<file path="config.mk">
export PLATFORM = sky130hd
export DESIGN_NAME = core_supply_fault_supervisor
export DESIGN_NICKNAME = d
export VERILOG_FILES = /design/src/core_supply_fault_pkg.sv /design/src/core_supply_fault_supervisor.sv
export SDC_FILE = /design/constraint.sdc
export NUM_CORES = 1
export LEC_CHECK = 0
export BUFFER_PORTS_ARGS = -buffer_cell sky130_fd_sc_hd__buf_2
export CAP_MARGIN = 20
export CORE_UTILIZATION = 51
export CTS_CLUSTER_DIAMETER = 50
export DETAILED_ROUTE_END_ITERATION = 10
export GPL_TIMING_DRIVEN = 1
export PLACE_DENSITY = 0.75
export SYNTH_ARGS = -nofsm -noshare
export SYNTH_HDL_FRONTEND = slang
export SYNTH_SLANG_ARGS = --single-unit
</file>
<file path="constraint.sdc">
create_clock -name clk -period 2.1 [get_ports clk]
set_input_delay 0.21 -clock clk [delete_from_list [all_inputs] [get_ports clk]]
set_output_delay 0.21 -clock clk [all_outputs]
set_load 0.1 [all_outputs]
</file>
<file path="src/core_supply_fault_pkg.sv">
package core_supply_fault_pkg;
   // -----------------------------------------------------------------
   // timing
   // -----------------------------------------------------------------
   // slew clock cycles of blanking after the final target code
   localparam logic [5:0] BLANK_SLEW_CYCLES = 6'h20;
   localparam int BLANK_CNT_W = 6;

   // -----------------------------------------------------------------
   // current limit
   // -----------------------------------------------------------------
   localparam int CURRENT_LIMIT_SET_FIXED_MV = 50;  // threshold with strap to logic supply
   localparam int CURRENT_LIMIT_SET_ADJ_DIV = 10;   // adjustable threshold = pin voltage / 10

   // -----------------------------------------------------------------
   // reset values
   // -----------------------------------------------------------------
   localparam logic PG_RESET = 1'b0;
   localparam logic CLK_GATE_RESET = 1'b0;

   // sticky fault latches
   typedef struct packed {
      logic ov;  // overvoltage
      logic uv;  // undervoltage
      logic ot;  // overtemperature
   } fault_flags_t;

   localparam fault_flags_t FAULTS_CLEAR = '{ov: 1'b0, uv: 1'b0, ot: 1'b0};

   // asynchronous analog and pin flags, synchronised as one bundle
   typedef struct packed {
      logic ov;         // output above target by the overvoltage margin
      logic uv;         // output below undervoltage fraction of nominal
      logic ot;         // overtemperature sensor, hysteresis in the sensor
      logic shutdown_input;       // shutdown input logic level
      logic test;       // shutdown input held in test voltage range
      logic tick;       // slew-rate clock
      logic trans;      // output-voltage transition in progress
      logic strap;      // current-limit pin strapped to logic supply
   } sense_t;

   localparam sense_t SENSE_CLEAR = '0;

   // normal-operation requests from the regulation loop
   typedef struct packed {
      logic hs;         // high-side gate request
      logic ls;         // low-side gate request
      logic pg;         // power good from the window comparators
      logic clk_gate;   // clock-enable request
   } loop_req_t;
endpackage : core_supply_fault_pkg

</file>
<file path="src/core_supply_fault_supervisor.sv">
`timescale 1ns/100ps
`default_nettype none
module core_supply_fault_supervisor
   import core_supply_fault_pkg::*;
(
   input wire logic clk,                                  // 100 MHz clock
   input wire logic rst_n,                                // supply power-on detect
   input wire core_supply_fault_pkg::sense_t sense_in,    // async flags and pins
   input wire core_supply_fault_pkg::loop_req_t loop_req, // loop requests
   output logic core_power_good,                          // power good to cpu
   output logic cpu_clock_gate,                           // cpu clock enable
   output logic low_side_gate,                            // low-side gate drive
   output logic high_side_gate,                           // high-side gate drive
   output logic pwm_disable,                              // pwm latched off
   output logic current_limit_fixed,                      // 1: fixed 50mV limit
   output var core_supply_fault_pkg::fault_flags_t fault_state // latched faults
);
   import core_supply_fault_pkg::*;

   sense_t meta_reg;
   sense_t sync_reg;
   logic shutdown_input_prev_reg;
   logic tick_prev_reg;
   logic trans_prev_reg;
   logic [BLANK_CNT_W-1:0] blank_cnt_reg;
   fault_flags_t lat_reg;
   fault_flags_t lat_next;
   logic ov_gate_reg;
   logic shutdown_input_toggle;
   logic tick_rise;
   logic trans_done;
   logic blank;

   // -----------------------------------------------------------------
   // input synchronisers
   // -----------------------------------------------------------------
   // all analog flags come from outside the clock domain; the chain runs
   // through reset so it already holds the pin levels when reset lets go
   always_ff @(posedge clk) begin
      meta_reg <= sense_in;
      sync_reg <= meta_reg;
   end

   // edge history, read only from the second stage; not reset, so a pin
   // that sits high across reset gives no false toggle or tick afterwards
   always_ff @(posedge clk) begin
      shutdown_input_prev_reg <= sync_reg.shutdown_input;
      tick_prev_reg <= sync_reg.tick;
      trans_prev_reg <= sync_reg.trans;
   end

   // either edge of shutdown counts as a toggle
   assign shutdown_input_toggle = sync_reg.shutdown_input ^ shutdown_input_prev_reg;
   assign tick_rise = sync_reg.tick & ~tick_prev_reg;
   assign trans_done = trans_prev_reg & ~sync_reg.trans;

   // -----------------------------------------------------------------
   // transition blanking
   // -----------------------------------------------------------------
   // counts slew clocks, not system clocks, so blanking tracks the slew rate
   always_ff @(posedge clk) begin
      if (!rst_n) begin
         blank_cnt_reg <= '0;
      end else if (sync_reg.trans) begin
         blank_cnt_reg <= '0;
      end else if (trans_done) begin
         blank_cnt_reg <= BLANK_SLEW_CYCLES;
      end else if (tick_rise && blank_cnt_reg != '0) begin
         blank_cnt_reg <= blank_cnt_reg - 1'b1;
      end
   end

   assign blank = sync_reg.trans | trans_done | (blank_cnt_reg != '0);

   // -----------------------------------------------------------------
   // fault latches
   // -----------------------------------------------------------------
   // test mode beats everything; a new fault beats a shutdown toggle
   always_comb begin
      lat_next = lat_reg;
      if (shutdown_input_toggle) begin
         lat_next.ov = 1'b0;
         lat_next.uv = 1'b0;
         // still hot: thermal stays latched until the sensor clears
         lat_next.ot = sync_reg.ot;
      end
      if (sync_reg.ov) begin
         lat_next.ov = 1'b1;
      end
      if (sync_reg.uv && !blank) begin
         lat_next.uv = 1'b1;
      end
      if (sync_reg.ot) begin
         lat_next.ot = 1'b1;
      end
      if (sync_reg.test) begin
         lat_next = FAULTS_CLEAR;
      end
   end

   // supply reset clears the latches
   always_ff @(posedge clk) begin
      if (!rst_n) begin
         lat_reg <= FAULTS_CLEAR;
      end else begin
         lat_reg <= lat_next;
      end
   end

   // low-side latch follows one cycle after power-good has dropped
   always_ff @(posedge clk) begin
      if (!rst_n) begin
         ov_gate_reg <= 1'b0;
      end else begin
         ov_gate_reg <= lat_reg.ov & ~sync_reg.test;
      end
   end

   // -----------------------------------------------------------------
   // power good and clock enable
   // -----------------------------------------------------------------
   // overvoltage overrides the freeze so the cpu is warned at once
   always_ff @(posedge clk) begin
      if (!rst_n) begin
         core_power_good <= PG_RESET;
         cpu_clock_gate <= CLK_GATE_RESET;
      end else if (lat_reg.ov) begin
         core_power_good <= 1'b0;
         cpu_clock_gate <= 1'b1;
      end else if (!blank) begin
         core_power_good <= loop_req.pg;
         cpu_clock_gate <= loop_req.clk_gate;
      end
   end

   // -----------------------------------------------------------------
   // gate drive overrides
   // -----------------------------------------------------------------
   // thermal and overvoltage discharge the output through the low side
   always_ff @(posedge clk) begin
      if (!rst_n) begin
         low_side_gate <= 1'b0;
         high_side_gate <= 1'b0;
         pwm_disable <= 1'b0;
      end else begin
         pwm_disable <= |lat_reg;
         if (lat_reg.ot || ov_gate_reg) begin
            low_side_gate <= 1'b1;
            high_side_gate <= 1'b0;
         end else if (|lat_reg) begin
            low_side_gate <= 1'b0;
            high_side_gate <= 1'b0;
         end else begin
            low_side_gate <= loop_req.ls;
            high_side_gate <= loop_req.hs & ~loop_req.ls;
         end
      end
   end

   // current-limit mode and fault status
   always_ff @(posedge clk) begin
      if (!rst_n) begin
         current_limit_fixed <= 1'b0;
         fault_state <= FAULTS_CLEAR;
      end else begin
         current_limit_fixed <= sync_reg.strap;
         fault_state <= lat_reg;
      end
   end
endmodule : core_supply_fault_supervisor
`default_nettype wire

</file>
==> results <==
- After the flow finishes, the layout carries non-filler instances totaling 166.
- The number of antenna repair diodes is 0.
- The number of iterations in the first detailed-routing pass is 4.
- The warning count from the yosys run is 0.
- The total of buffers placed on input and output ports is 22.
- In this design, the stage delay of the slowest critical-path cell is about 0.58 ns.
- The number of global-route vias before repair was 772.
- At the end of the flow, the number of nets in the layout was 153.
- The worst setup path is captured at a flop.
- After legalization and detailed placement, the total HPWL measured 1312 um.
- Yosys mapped a number of flops with a built-in enable equal to 0.
- After clock tree synthesis, the setup repair step added 0 buffers.
- The post-synth net total is between 100 and 150.
- The H-tree generated during clock tree synthesis spans 2 levels.
- Of the total power, registers draw 59.8%.
- VDD sags by at most a little under 700 uV.
- After detailed routing, the number of remaining DRC violations is 0.
- The detail route stage leaves a number of antenna-violating nets equal to 0.
- The flow ran to the end, and the final reports show no timing, DRC or antenna violations.
- The commonest cells after synthesis are sky130_fd_sc_hd__dfxtp_1 (38), sky130_fd_sc_hd__nand2b_1 (6), sky130_fd_sc_hd__nor2_1 (6).
- In the final layout, the share of cells above drive strength 1 is 22.46%.
- At the pin with the least slew margin, the transition time is ~0.68 ns.
- The final routed wirelength across all metal layers is between 1500 and 2000 um.
- The cell with the most instances after synthesis is sky130_fd_sc_hd__dfxtp_1.
- The latest clock arrival within the worst-skew pair is 0.33 ns.
- The synthesized netlist cell count is between 100 and 150.
- The post-detailed-route wirelength per cell is 11.16 um.
- The net switching power is roughly 320 uW.
- In the post-synthesis netlist, the biggest area contributors are sky130_fd_sc_hd__dfxtp_1 (64%), sky130_fd_sc_hd__nand2b_1 (3.2%), sky130_fd_sc_hd__mux2i_1 (2.5%), sky130_fd_sc_hd__and2_1 (2.1%), sky130_fd_sc_hd__ha_1 (2.1%).
- The first routing iteration left 13 violations.
- Setup repair after global routing left no endpoint under its margin.
- After clock tree synthesis, the clock-pin slew on the worst setup and hold paths is roughly 0.11 ns.
- The leakage power total is roughly 0.64 nW.
- The final hold violation count is 0.
- The predominant post-synthesis flop cell is sky130_fd_sc_hd__dfxtp_1.
- The fraction of the mapped netlist area in compound gates is between 10% and 20%.
- The number of antenna violations at the first check in global routing is 0.
- Of the synthesized area, sequential elements account for between 60% and 70%.
- The switching part of the total power is 25.12%.
- The power per unit of standard cell area is between 800 and 900 mW/mm^2.
- The data required time of the worst path is about 2.3 ns.
- The starting density of the core is a little over half.
- The worst setup path category is flop to flop.
- The first global-routing pass estimated approximately 3200 um of wire.
- The instance count after placement with tap cells included is 150.
- Between clock sinks in the finished design, the worst skew comes to 0.008390 ns.
- In the routed layout, each cell is associated on average with a via count of between 4 and 5.
- The design internal power is a little under 1 mW.
- Clock tree synthesis inserted a total of 5 buffers.
- Per report_power, the combinational group accounts for 10.7% of the total.
- TritonCTS built the clock tree.
- The worst setup path is launched from a flop.
- The top cell type's share of synthesized area is roughly 64%.
- The portion of synthesized area spent on multiplexers is about 2.5%.
- In the final timing run, aggregate negative setup slack is 0 ns.
- Derived from the worst setup path, the maximum achievable clock frequency is between 0.5 and 0.6 GHz.
- The floorplan step set the die width to approximately 50 um.
- The async set-reset flop share out of synthesis is 0%.
- Of all nets on the critical path, the largest fanout is 5.
- The post-synthesis average cell area is roughly 12 sq um.
- The endpoint arrival time on the critical path is between 1.5 and 2 ns.
- From synthesis to final layout, the design area changed by 23.78%.
- Traced cell by cell, the critical path runs through inv_1 -> ha_1 -> nor4b_1 -> a21boi_0 -> o211a_1.
- The largest family of logic cells by synthesized area is simple AND/OR/NAND/NOR gates.
- The global placement routability congestion is approximately 0.82.
- The die extent in y is between 50 and 60 um.
- Entering global routing, the biggest net connects 13 pins.
- The type of the tightest min-delay check is input port to flop.
- The root buffer cell is sky130_fd_sc_hd__clkbuf_4.
- The final critical path takes up 82.13% of the cycle.
- The worst slew slack as a fraction of its limit is between 50% and 60%.
- After global routing the overflow that remains totals 0.
- In this run, synthesis produced a sequential element count of 38.
- The tree built by TritonCTS fans out to 38 sinks.
- The number of vias in the routed layout is 820.
- The synthesized netlist devotes under 10% of its cell area to adder and majority cells.
- The die covers approximately 0.0025 sq mm.
- The total setup violations reported at the end of the flow is 0.
- The synthesized design spends more area on one cell type than any other, namely sky130_fd_sc_hd__dfxtp_1.
- The area of the mapped netlist is 0.001184 sq mm.
- Across every metal layer, demand over resource in global routing totals between 10% and 20%.
- Among all stages on the critical path, the largest delay is contributed by sky130_fd_sc_hd__nor4b_1.
- The clock network is responsible for between 20 and 30% of the overall power.
- The netlist uses 34 different library cells.
- The shortest clock period the worst path allows after layout is 1.725 ns.
- Max-cap violations in this run came to 0.
- The floorplan has 17 rows.
- The number of top-level pins is 23.
- After Yosys synthesis, and, or, nand and nor cells account for between 15 and 20% of the synthesized area.
- The area of the placeable core is ~0.0022 sq mm.
- The synthesized netlist devotes 0.7400% of its cell area to XOR and XNOR gates.
- The final number of max-transition violations was 0.
- The buffer depth of the longest clock path is 2.
-- cell usage in the layout (no fill, tap or decap), types with 2 or more instances in the layout --
cell and count:
sky130_fd_sc_hd__nor2_1 6, sky130_fd_sc_hd__mux2i_1 3, sky130_fd_sc_hd__o311a_1 2, sky130_fd_sc_hd__and2_1 4
sky130_fd_sc_hd__nand2b_1 6, sky130_fd_sc_hd__a21oi_1 3, sky130_fd_sc_hd__dlygate4sd3_1 8, sky130_fd_sc_hd__clkbuf_4 5
sky130_fd_sc_hd__inv_1 4, sky130_fd_sc_hd__nor4_1 2, sky130_fd_sc_hd__nor2b_1 2, sky130_fd_sc_hd__nor4b_1 2
sky130_fd_sc_hd__nand3_1 2, sky130_fd_sc_hd__buf_2 22, sky130_fd_sc_hd__ha_1 2, sky130_fd_sc_hd__nand2_1 5
sky130_fd_sc_hd__dfxtp_1 38
-- worst max-delay path: cells and delay by family (launching register included) --
family	cells	cell delay (ns)
compound gates	2	0.43
buf+inv	1	0.09
fa+ha+maj	1	0.20
flops	1	0.34
simple gates	1	0.58
-- power groups by stage --
stage                     registers [mW]  clock network, mW  logic (mW)
after floorplan                    0.842                  0      0.0381
after global placement             0.783                  0       0.123
after detailed placement           0.784                  0       0.126
after CTS                          0.768              0.395       0.138
after global routing               0.771              0.423       0.146
final                              0.767              0.378       0.137
-- path summary, 6_finish.rpt --
check                        start         endpoint  cells after the start  slack [ns]
setup / recovery  blank_cnt_reg[0]  core_power_good                      5        0.38
hold / removal         loop_req[2]   high_side_gate                      2        0.05
setup reg to reg  blank_cnt_reg[0]  core_power_good                      5        0.38
hold reg to reg        meta_reg[0]      sync_reg[0]                      0        0.33
-- through the flow --
| step | cell area [sq um] | setup slack [ns] | hold slack (ns) | power (mW) | utilization (%) |
|---|---|---|---|---|---|
| after floorplan | 1184 | 0.5675 | 0.2377 | 0.8798 | - |
| after global placement | 1325 | 0.4257 | 0.3102 | 0.9057 | 60.48 |
| after detailed placement | 1325 | 0.3948 | 0.3144 | 0.9106 | 60.48 |
| after CTS | 1465 | 0.3838 | 0.03835 | 1.300 | 66.88 |
| after global routing | 1465 | 0.1753 | 0.04645 | 1.341 | 66.88 |
| final | 1465 | 0.3753 | 0.04931 | 1.282 | 66.88 |
-- per-layer routing --
metal | wire, um | track usage [%] | up-vias
li1 | - | - | 426
met1 | 857 | 18.83 | 363
met2 | 868 | 29.78 | 24
met3 | 94 | 9.091 | 7
met4 | 34 | 8.571 | 0
met5 | 0 | 0 | -
-- logic make-up (layout without fill, tap and decap cells) --
logic type / Yosys count / after routing
and+or+nand+nor: 35 / 35
buffers and inverters: 5 / 42
AOI/OAI and AO/OA: 17 / 17
adders and majority gates: 2 / 2
xor gates and xnor gates: 1 / 1
DFF: 38 / 38
muxes: 3 / 3
-- timing repair --
item | in CTS | in global routing
hold buffers | 8 | 0
endpoints found under the hold margin | 8 | 0
resized for setup | 0 | 0
-- layout make-up --
type,instances,area [sq um]
fillers,171,725.7
repair buffers,30,190.2
inverters,4,15.01
multi-input cells,58,404.1
flip-flops and latches,38,760.7
clock inverters,1,5.005
clock buffers,7,55.05
well taps,28,35.03
Note: power is estimated with default switching activity, not from simulation.
